### config.mk
export PLATFORM = sky130hd
export DESIGN_NAME = scd_decoder
export DESIGN_NICKNAME = d
export VERILOG_FILES = /design/src/hdl/scd_pkg.sv /design/src/hdl/scd_decoder.sv
export SDC_FILE = /design/constraint.sdc
export NUM_CORES = 1
export LEC_CHECK = 0
export CAP_MARGIN = 20
export CORE_MARGIN = 3
export CORE_UTILIZATION = 31
export CTS_BUF_LIST = sky130_fd_sc_hd__clkbuf_16
export CTS_CLUSTER_DIAMETER = 120
export DETAILED_ROUTE_END_ITERATION = 10
export DONT_BUFFER_PORTS = 1
export PLACE_DENSITY = 0.52
export SLEW_MARGIN = 30
export SYNTH_ARGS = -nofsm -noshare
export SYNTH_HDL_FRONTEND = slang
export SYNTH_SLANG_ARGS = --single-unit
export TNS_END_PERCENT = 5
### constraint.sdc
create_clock -name clk -period 4.9 [get_ports clk]
set_input_delay 0.245 -clock clk [delete_from_list [all_inputs] [get_ports clk]]
set_output_delay 0.245 -clock clk [all_outputs]
set_load 0.03 [all_outputs]
### src/hdl/scd_pkg.sv
// Package for the serial command decoder: codes, field positions, types
package scd_pkg;

    // ------------------------------------------------------------
    // Command byte field positions
    // ------------------------------------------------------------
    localparam int CMD_KIND_BIT   = 7;   // Register access or conversion
    localparam int ARRAY_BIT      = 6;   // Array access flag
    localparam int REPEAT_BIT     = 6;   // Repeat conversion flag
    localparam int CHAN_HI        = 5;   // Channel select field
    localparam int CHAN_LO        = 4;
    localparam int DIR_BIT        = 3;   // Transfer direction
    localparam int PTR_HI         = 5;   // Setup entry pointer
    localparam int PTR_LO         = 3;
    localparam int CODE_HI        = 2;   // Register type / operation code
    localparam int CODE_LO        = 0;

    // ------------------------------------------------------------
    // Register type codes
    // ------------------------------------------------------------
    localparam logic [2:0] REG_OFFSET = 3'h1;
    localparam logic [2:0] REG_GAIN   = 3'h2;
    localparam logic [2:0] REG_CONFIG = 3'h3;
    localparam logic [2:0] REG_SETUP  = 3'h5;

    // ------------------------------------------------------------
    // Operation codes
    // ------------------------------------------------------------
    localparam logic [2:0] OP_CONVERT  = 3'h0;
    localparam logic [2:0] OP_SELF_OFS = 3'h1;
    localparam logic [2:0] OP_SELF_GN  = 3'h2;
    localparam logic [2:0] OP_SYS_OFS  = 3'h5;
    localparam logic [2:0] OP_SYS_GN   = 3'h6;

    // ------------------------------------------------------------
    // Sizes, counts and reset values
    // ------------------------------------------------------------
    localparam int         NUM_CHAN      = 4;       // Physical channels
    localparam logic [6:0] RESYNC_ONES   = 7'h7F;   // 15 fill bytes + 7 ones of end byte
    localparam logic [7:0] CMD_RESET     = 8'h00;
    localparam logic [2:0] BIT_RESET     = 3'h0;
    localparam logic [1:0] CHAN_RESET    = 2'h0;

    // ------------------------------------------------------------
    // Types
    // ------------------------------------------------------------
    typedef enum logic [2:0] {
        SCD_CMD_MODE = 3'b001,   // Waiting for a command byte
        SCD_XFER     = 3'b010,   // Register data transfer under way
        SCD_CONVERT  = 3'b100    // Conversion or calibration under way
    } scd_state_t;

    typedef struct packed {
        logic       reg_access;          // Byte was a register-access command
        logic       array_access_flag;   // Whole array of the type
        logic [1:0] channel_select_field;
        logic       read_dir;            // 1: device returns data
        logic [2:0] register_type_select;
        logic       repeat_conversion_flag;
        logic [2:0] setup_entry_pointer;
        logic [2:0] operation_code;
    } scd_cmd_t;

endpackage : scd_pkg

### src/hdl/scd_decoder.sv
// Serial command byte decoder with resynchronisation and conversion-ready flag
`timescale 1ns/100ps
//
// Contract
// - MSB zero: decode as register access
// - MSB one: decode as conversion command
// - Bit 6 set: transfer whole register array
// - Array words MSB first, channel 0 upward
// - Bit 3: zero write, one read
// - Bit 6: single settled or continuous conversions
// - Three-bit pointer picks channel-setup entry
// - Idle in command mode; first byte is command
// - Continuous mode flags completed conversions on data out
module scd_decoder
    import scd_pkg::*;
(
    // Clock and reset
    input  wire logic       clk,
    input  wire logic       resetn,
    // Serial port pins, asynchronous to clk
    input  wire logic       sclk_pin,
    input  wire logic       sdi_pin,
    // Serial data out, idle high, low marks a ready result
    output logic            sdo_pin,
    // Decoded command
    output scd_cmd_t        cmd,
    output logic            cmd_valid,
    output logic            cmd_reserved,
    // Register transfer sequencing
    output logic [1:0]      xfer_channel,
    output logic            xfer_active,
    input  wire logic       word_done,
    // Conversion engine
    output logic            conv_active,
    input  wire logic       conv_done,
    // Port state
    output logic            command_mode,
    output logic            resync_seen
);

    // ------------------------------------------------------------
    // Pin synchronisers
    // ------------------------------------------------------------
    logic [1:0] sclk_sync;    // Two stages, only stage 1 is read
    logic [1:0] sdi_sync;
    logic       sclk_prev;    // Previous synchronised clock level

    // Two flops each; stage 0 feeds stage 1 only
    always_ff @(posedge clk) begin
        sclk_sync <= {sclk_sync[0], sclk_pin};
        sdi_sync  <= {sdi_sync[0], sdi_pin};
        sclk_prev <= sclk_sync[1];
    end

    // Rising edge of the serial clock samples the data input
    wire bit_strobe = sclk_sync[1] & ~sclk_prev;
    wire bit_in     = sdi_sync[1];

    // ------------------------------------------------------------
    // State and storage
    // ------------------------------------------------------------
    scd_state_t state;          // Port state
    scd_state_t next_state;
    logic [7:0] shift;          // Command shift register
    logic [2:0] bit_count;      // Bits of the current byte
    logic [6:0] ones_run;       // Consecutive ones, saturating
    logic [1:0] chan_index;     // Array channel sequencer
    logic       result_ready;   // Continuous result waiting

    // ------------------------------------------------------------
    // Resync detection
    // ------------------------------------------------------------
    // Counting ones rather than aligned bytes lets the sequence
    // recover a port that has slipped off its byte boundary.
    wire run_full  = (ones_run == RESYNC_ONES);
    wire resync    = bit_strobe & ~bit_in & run_full;
    wire next_full = (ones_run == RESYNC_ONES);

    // ------------------------------------------------------------
    // Byte assembly and decode
    // ------------------------------------------------------------
    wire [7:0] next_shift = {shift[6:0], bit_in};
    wire       byte_end   = bit_strobe & (bit_count == 3'h7);
    wire       cmd_take   = byte_end & (state == SCD_CMD_MODE) & ~resync;

    wire       kind_conv  = next_shift[CMD_KIND_BIT];
    wire [2:0] low_code   = next_shift[CODE_HI:CODE_LO];

    // Register type validity
    wire reg_ok  = (low_code == REG_OFFSET) | (low_code == REG_GAIN)
                 | (low_code == REG_CONFIG) | (low_code == REG_SETUP);
    // Operation validity
    wire op_ok   = (low_code == OP_CONVERT)  | (low_code == OP_SELF_OFS)
                 | (low_code == OP_SELF_GN)  | (low_code == OP_SYS_OFS)
                 | (low_code == OP_SYS_GN);
    wire code_ok = kind_conv ? op_ok : reg_ok;

    // Field split, each meaning applies only to its command kind
    scd_cmd_t next_cmd;
    always_comb begin
        next_cmd                        = '0;
        next_cmd.reg_access             = ~kind_conv;
        if (!kind_conv) begin
            next_cmd.array_access_flag    = next_shift[ARRAY_BIT];
            next_cmd.channel_select_field = next_shift[CHAN_HI:CHAN_LO];
            next_cmd.read_dir             = next_shift[DIR_BIT];
            next_cmd.register_type_select = low_code;
        end else begin
            next_cmd.repeat_conversion_flag = next_shift[REPEAT_BIT];
            next_cmd.setup_entry_pointer    = next_shift[PTR_HI:PTR_LO];
            next_cmd.operation_code         = low_code;
        end
    end

    // ------------------------------------------------------------
    // Next state
    // ------------------------------------------------------------
    wire last_word = ~cmd.array_access_flag
                   | (chan_index == 2'(NUM_CHAN - 1));
    wire conv_end  = conv_done & ~cmd.repeat_conversion_flag;

    always_comb begin
        next_state = state;
        case (state)
            SCD_CMD_MODE: begin
                // Reserved codes leave the port waiting
                if (cmd_take && code_ok) begin
                    next_state = kind_conv ? SCD_CONVERT : SCD_XFER;
                end
            end
            SCD_XFER: begin
                if (word_done && last_word) begin
                    next_state = SCD_CMD_MODE;
                end
            end
            SCD_CONVERT: begin
                // Continuous runs end only by resync
                if (conv_end) begin
                    next_state = SCD_CMD_MODE;
                end
            end
            default: begin
                next_state = SCD_CMD_MODE;
            end
        endcase
        if (resync) begin
            next_state = SCD_CMD_MODE;
        end
    end

    // ------------------------------------------------------------
    // Registers
    // ------------------------------------------------------------
    // Bit counter and shift register
    always_ff @(posedge clk) begin
        if (!resetn || resync) begin
            bit_count <= BIT_RESET;
            shift     <= CMD_RESET;
        end else if (bit_strobe) begin
            bit_count <= bit_count + 3'h1;
            shift     <= next_shift;
        end
    end

    // Ones run, saturates at the threshold
    always_ff @(posedge clk) begin
        if (!resetn) begin
            ones_run <= '0;
        end else if (bit_strobe) begin
            ones_run <= !bit_in ? 7'h00 : (next_full ? ones_run : ones_run + 7'h01);
        end
    end

    // Port state and decoded command
    always_ff @(posedge clk) begin
        if (!resetn) begin
            state <= SCD_CMD_MODE;
            cmd   <= '0;
        end else begin
            state <= next_state;
            if (cmd_take && code_ok) begin
                cmd <= next_cmd;
            end
        end
    end

    // Strobes, one cycle each
    always_ff @(posedge clk) begin
        if (!resetn) begin
            cmd_valid    <= 1'b0;
            cmd_reserved <= 1'b0;
            resync_seen  <= 1'b0;
        end else begin
            cmd_valid    <= cmd_take & code_ok;
            cmd_reserved <= cmd_take & ~code_ok;
            resync_seen  <= resync;
        end
    end

    // Channel sequencer: array starts at channel 0, else the selected one
    always_ff @(posedge clk) begin
        if (!resetn) begin
            chan_index <= CHAN_RESET;
        end else if (cmd_take && code_ok) begin
            chan_index <= next_shift[ARRAY_BIT] ? CHAN_RESET
                                                : next_shift[CHAN_HI:CHAN_LO];
        end else if (state == SCD_XFER && word_done && !last_word) begin
            chan_index <= chan_index + 2'h1;
        end
    end

    // Result flag: set wins over the clearing serial clock edge
    always_ff @(posedge clk) begin
        if (!resetn || resync) begin
            result_ready <= 1'b0;
        end else if (state == SCD_CONVERT && conv_done && cmd.repeat_conversion_flag) begin
            result_ready <= 1'b1;
        end else if (bit_strobe) begin
            result_ready <= 1'b0;
        end
    end

    // Data out from a flop: low while a continuous result waits
    always_ff @(posedge clk) begin
        if (!resetn) begin
            sdo_pin <= 1'b1;
        end else begin
            sdo_pin <= ~result_ready;
        end
    end

    // ------------------------------------------------------------
    // Status outputs
    // ------------------------------------------------------------
    assign xfer_channel = chan_index;
    assign xfer_active  = (state == SCD_XFER);
    assign conv_active  = (state == SCD_CONVERT);
    assign command_mode = (state == SCD_CMD_MODE);

endmodule : scd_decoder

==> metrics.md, run 1 <==
| Metric | Value |
|---|---|
| Status | `finished clean` |
| RR Endpoint | `state[0]` |
| Cell Area, Synth | `0.00203 mm^2` |
| Core Region | `around 0.006 mm^2` |
| Syn Area/Cell | `approximately 9.3 um^2` |
| Number of max-cap violations | `0` |
| Ant. Diodes | `0` |
| GRT Residual Overflow | `0` |
| TritonCTS clock tree | `done` |
| H-tree levels | `2` |
| Final WL | `about 4.0 mm` |
| FF+latch count, synth | `47` |
| Count of cell types in the netlist | `between 40 and 50` |
| CP arrival | `2.10 ns` |
| Async S/R FF share, synth | `0` |
| Seq/Total Area, Yosys | `0.463` |
| CP Class | `flip-flop to flip-flop` |
| DP Wirelength | `about 2.7 mm` |
| # DRC | `0` |
| Area delta synth->final | `9.61%` |
| Endpoints failing hold | `0` |
| Root buf cell | `clkbuf_16` |
| Max Fclk | `~520 MHz` |
| NumNets Final | `~230` |
| EDFF count, synth | `0` |
| RSZ-0062 raised after global routing | `no` |
| Clock latency on the worst-skew pair | `0.28 ns` |
| Count leader, synth | `dfxtp_1` |
| Tcrit/Tclk final | `0.394` |
| Sink Count | `between 40 and 50` |
| Crit-path max FO | `18` |
| Initial antenna violation count | `0` |
| Post-synth top area cell | `dfxtp_1` |
| Fraction of final layout cells sized beyond drive strength 1 | `0.0737` |
| Syn_nets | `229` |
| Vias in the first global route | `1440` |
| Yosys top cell area share | `0.463` |
| Area contributors post-synth | `dfxtp_1, mux2i_1, nand2_1, nand3_1, a21oi_1` |
| Tmin final | `around 1.9 ns` |
| Via density | `5.19` |
| Total Power | `~730 uW` |
| Combinational power share | `0.026` |
| Initial drt markers | `51` |
| Resize count post-CTS | `0` |
| CP max-delay cell | `dfxtp_1` |
| Reg2reg path depth | `4` |
| Power density cells | `roughly 330 mW/mm^2` |
| Peak supply drop | `roughly 0.00017 V` |
| Clock share of power | `0.435` |
| R2R setup slack | `between 2 and 3 ns` |
| Leakage | `~0.76 nW` |
| Post-synth top cells | `dfxtp_1, nand2_1, nand3_1, mux2i_1, a21oi_1` |
| Stages on worst setup path | `4` |
| Number of port buffers | `0` |
| Critical R2R Launch | `sdi_sync[1]` |
| Setup Skew | `around 0.0053 ns` |
| Top cell family by delay on the critical path | `flip-flops` |
| Setup Fix Bufs, Post-CTS | `0` |
| CTS clk-pin slew, worst paths | `about 0.060 ns` |
| Post-route ant nets | `0` |
| Synthesis Warnings | `0` |
| Hold path start | `resetn` |
| CP Launch Type | `flip-flop` |
| Hold EP | `sdo_pin` |
| CP Cell Sequence | `or3b_4, o311ai_4, or3_1, a221o_1` |
| GRT Resource Usage Total | `0.116` |
| Post-CTS Hold Buffers | `2` |
| CP Capture Type | `flip-flop` |
| Row Count | `28` |
| CP required | `between 5 and 6 ns` |
| Max-slew violations | `0` |
| Inserted Clock Buffers | `5` |
| Tightest Pin Transition | `0.730 ns` |
| First drt pass iteration count | `4` |
| Sequential Power Share | `0.539` |
| DIE WIDTH | `about 87 um` |
| Pint | `just under 600 uW` |
| Avg WL per Cell | `13.7 um` |
| Post-synth top flop | `dfxtp_1` |
| Setup-failing EPs final | `0` |
| P_sw | `approximately 150 uW` |
| Sw frac | `0.205` |
| Buf/Inv on CP | `0` |
| Die area | `0.00756 mm^2` |
| IO Count | `30` |
| Die height | `just under 90 um` |
| Initial core utilization | `0.331` |
| Hold depth | `1` |
| Setup TNS | `0 ns` |
| Slew margin rel. | `0.514` |
| Largest net degree at the start of global routing | `46` |
| Min-delay worst type | `input port to flip-flop` |
| First-pass GRT wire length | `6.88 mm` |
| Clock Path Buffers | `2` |
| Crit-path max cell delay | `approximately 0.77 ns` |
| Final Core Density | `0.363` |
| Routability cong. | `about 0.81` |
| Cells after Synth | `219` |
| Vias | `roughly 1.5k` |
## worst max-delay path by stage
stage | from | end
after floorplan | state[2] | state[0]
after global placement | sclk_prev | state[0]
after detailed placement | ones_run[0] | state[1]
after CTS | ones_run[0] | state[0]
after global routing | sdi_sync[1] | xfer_channel[0]
final | sdi_sync[1] | state[0]
## worst register-to-register path: stages, from the launching register on
cell and delay [ns]:
dfxtp_1 0.77, or3b_4 0.28, o311ai_4 0.09, or3_1 0.35, a221o_1 0.34
## power groups by stage
| stage | Sequential [mW] | Clock (mW) | Combinational, mW |
|---|---|---|---|
| floorplan | 0.397 | 0 | 0.0222 |
| global placement | 0.400 | 0 | 0.0175 |
| detailed placement | 0.400 | 0 | 0.0177 |
| CTS | 0.392 | 0.327 | 0.0190 |
| global route | 0.393 | 0.346 | 0.0218 |
| finish | 0.392 | 0.316 | 0.0192 |
## stage by stage
stage | cell area, um^2 | hold slack, ns | setup WS [ns] | std cells
after global placement | 2060 | 0.273 | 2.96 | 282
after CTS | 2220 | 0.0418 | 2.91 | 292
after floorplan | 2030 | 0.273 | 2.98 | 219
final | 2230 | 0.0452 | 2.97 | 292
after detailed placement | 2060 | 0.273 | 2.90 | 282
after global routing | 2230 | 0.0373 | 2.80 | 292
## flip-flops by register name, summed over array words and instances (netlist names)
signal,flops
sdi_sync,2
cmd_reserved,1
state,3
cmd_valid,1
bit_count,3
result_ready,1
cmd,15
xfer_channel,2
shift,7
sdo_pin,1
sclk_sync,2
ones_run,7
sclk_prev,1
resync_seen,1
## layer usage
layer  vias to the layer above  track usage  wire [um]
li1                        770            -          -
met1                       708        0.141       1880
met2                        31        0.184       1820
met3                         7       0.0482        240
met4                         0       0.0368         45
met5                         -            0          0
## layout make-up
cell class,count,area [um^2]
Tap cell,75,93.8
Multi-Input combinational cell,154,1000
Clock inverter,3,11.3
Fill cell,624,3910
Timing Repair Buffer,5,42.5
Sequential cell,47,941
Inverter,3,11.3
Clock buffer,5,125
## layout by cell type, fill, tap and decap left out, types with 2 or more instances in the layout
master and instances:
nor3_1 3, mux2i_1 16, clkinv_1 3, nor2_1 7
dlygate4sd3_1 2, a31oi_1 3, nand2b_1 2, ha_1 4
and3_1 4, nand3_1 18, and2_1 2, buf_4 3
inv_1 3, clkbuf_16 5, a21oi_1 14, dfxtp_1 47
nand2_1 37, or3_1 3, a21boi_0 4, o21bai_1 2
nand3b_1 2, o21ai_0 7, nor3b_1 3
## logic make-up after synthesis
logic type	synth area share
mux	0.0789
fa+ha+maj	0.0246
compound gates	0.139
flops	0.463
buf+inv	0.0481
simple gates	0.242
xor+xnor	0.00431
(Power assumes the default switching activity.)
==> run 2: changes to the inputs <==
==> constraint.sdc (replaced) <==
create_clock -name clk -period 1.9 [get_ports clk]
set_input_delay 0.095 -clock clk [delete_from_list [all_inputs] [get_ports clk]]
set_output_delay 0.095 -clock clk [all_outputs]
set_load 0.03 [all_outputs]
==> metrics.md, run 2 (synthesis gave the netlist of run 1 again) <==
| Metric | Value |
|---|---|
| CP Class | `flip-flop to flip-flop` |
| Fraction of final layout cells sized beyond drive strength 1 | `0.134 (+0.0605)` |
| Avg WL per Cell | `14.3 um (+5.0%)` |
| CP max-delay cell | `dfxtp_1` |
| Slew margin rel. | `0.716 (+0.203)` |
| Post-placement worst setup slack | `0.201 ns (-2.70 ns)` |
| Filler cell count | `602 (-3.5%)` |
| Vias in the first global route | `1542 (+7.1%)` |
| NumNets Final | `240 (+6.2%)` |
| DIE WIDTH | `86.9 um (unchanged)` |
| Max Fclk | `587 MHz (+13%)` |
| Number of port buffers | `0 (unchanged)` |
| Setup Fix Bufs, Post-CTS | `0 (unchanged)` |
| Min-delay worst type | `input port to flip-flop` |
| Tmin final | `1.70 ns (-0.228 ns)` |
| Commonest non-fill, non-tap cells in the layout | `dfxtp_1, nand2_1, nand3_1` |
| First drt pass iteration count | `4 (unchanged)` |
| Post-route ant nets | `0 (unchanged)` |
| # DRC | `0 (unchanged)` |
| CP Cell Sequence | `and2b_1, o311ai_4, or3_1, a221o_1` |
| Core Region | `0.00613 mm^2 (unchanged)` |
| Storage element area | `941 um^2 (unchanged)` |
| Final WL | `4.39 mm (+10%)` |
| Multi-input gate area | `997 um^2 (-0.38%)` |
| Routability cong. | `0.748 (-7.6%)` |
| Largest regs | `cmd (15), ones_run (7), shift (7)` |
| Inserted Clock Buffers | `5 (unchanged)` |
| Clock latency on the worst-skew pair | `0.28 ns (about the same)` |
| CP Launch Type | `flip-flop` |
| Number of max-cap violations | `0 (unchanged)` |
| Power density cells | `868 mW/mm^2 (+170%)` |
| Tightest Pin Transition | `0.425 ns (-0.305 ns)` |
| Most flops, register | `cmd` |
| Largest net degree at the start of global routing | `35 (-24%)` |
| Flip-flop count of the largest register after layout | `15 (unchanged)` |
| Peak supply drop | `0.000476 V (+180%)` |
| Endpoints failing hold | `0 (unchanged)` |
| Worst setup margin | `0.196 ns (-2.77 ns)` |
| Setup Skew | `0.00483 ns (-0.000492 ns)` |
| Vias | `1570 (+3.6%)` |
| Ant. Diodes | `0 (unchanged)` |
| Area delta synth->final | `16.8%` |
| Sink Count | `47 (unchanged)` |
| Setup-failing EPs final | `0 (unchanged)` |
| Initial drt markers | `68 (+33%)` |
| Initial core utilization | `0.331 (unchanged)` |
| Row Count | `28 (unchanged)` |
| Setup TNS | `0 ns (unchanged)` |
| Crit-path max cell delay | `0.58 ns (-0.19 ns)` |
| H-tree levels | `2 (unchanged)` |
| Tcrit/Tclk final | `0.897 (+0.503)` |
| GRT Resource Usage Total | `0.128 (+0.0128)` |
| DP Wirelength | `2.95 mm (+7.8%)` |
| RSZ-0062 raised after global routing | `no` |
| Buf/Inv on CP | `0 (unchanged)` |
| Via density | `5.13 (-1.2%)` |
| CTS clk-pin slew, worst paths | `0.06 ns (about the same)` |
| Clock Path Buffers | `2 (unchanged)` |
| First-pass GRT wire length | `7.55 mm (+9.7%)` |
| TritonCTS clock tree | `done` |
| GRT Residual Overflow | `0 (unchanged)` |
| CP Capture Type | `flip-flop` |
| Max-slew violations | `0 (unchanged)` |
| Status | `finished clean` |
| Most common cell after layout, fill and taps aside | `dfxtp_1` |
| Die area | `0.00756 mm^2 (unchanged)` |
| Leakage | `0.839 nW (+11%)` |
| CP required | `2.07 ns (-3.00 ns)` |
| CP arrival | `1.88 ns (-0.22 ns)` |
| IO Count | `30 (unchanged)` |
| Root buf cell | `clkbuf_16` |
| Top cell family by delay on the critical path | `flip-flops` |
| Crit-path max FO | `12 (-6)` |
| Initial antenna violation count | `0 (unchanged)` |
| Die height | `86.9 um (unchanged)` |
==> run 2: changes by cell type in the layout (fill, tap and decap cells not counted), sizes merged <==
| cell | previous run | this run |
|---|---|---|
| bufinv | 0 | 1 |
| buf | 3 | 15 |
| dlygate4sd3 | 2 | 4 |
| inv | 3 | 2 |
==> run 2: cell type report <==
cell class | instances | share of cell area
timing repair buffer | 19 | 0.0696
tap | 75 | 0.0396
multi-input combinational | 154 | 0.420
inverter | 3 | 0.00475
sequential | 47 | 0.397
clock buffer | 5 | 0.0527
clock inverter | 3 | 0.0164
==> run 2: where the power goes <==
group | total [mW] | internal (mW) | leakage (nW) | switching [mW]
Sequential | 1.01 | 0.996 | 0.381 | 0.0108
Clock | 0.975 | 0.614 | 0.0812 | 0.361
Combinational | 0.0776 | 0.0325 | 0.377 | 0.0451
Total | 2.06 | 1.64 | 0.839 | 0.417
==> run 2: final timing paths <==
check | start | to | slack, ns | cells after the start
worst min register to register | sclk_sync[0] | sclk_sync[1] | 0.33 | 0
worst max-delay path | shift[6] | state[0] | 0.20 | 4
worst max register to register | shift[6] | state[0] | 0.20 | 4
worst min-delay path | resetn | cmd[5] | 0.0003 | 2
==> run 2: repair_timing <==
| action | 4_1_cts | 5_1_grt |
|---|---|---|
| hold buffers | 5 | 0 |
| hold endpoints to repair | 28 | 0 |
| resized for setup | 0 | 0 |
==> run 2: per-layer routing <==
metal  wire (um)  global-route usage  up-vias
met4          93              0.0609        0
li1            -                   -      793
met2        2010               0.202       34
met3         225              0.0378        8
met1        2060               0.161      735
met5           0                   0        -
==> run 2: stage by stage <==
| stage | std cells | area (um^2) | power [mW] | util | hold slack, ns |
|---|---|---|---|---|---|
| 2_1_floorplan | 219 | 2040 | 1.08 | - | 0.123 |
| 3_3_place_gp | 293 | 2150 | 1.08 | 0.350 | 0.123 |
| 3_5_place_dp | 293 | 2150 | 1.08 | 0.350 | 0.123 |
| 4_1_cts | 306 | 2370 | 2.09 | 0.387 | 0.000395 |
| 5_1_grt | 306 | 2370 | 2.14 | 0.387 | 0.00458 |
| 6_report | 306 | 2370 | 2.06 | 0.387 | 0.000311 |
==> run 2: worst reg2reg max path, cell delays in order (launching register included) <==
cell and delay [ns]:
dfxtp_1 0.58, and2b_1 0.25, o311ai_4 0.10, or3_1 0.32
a221o_1 0.34
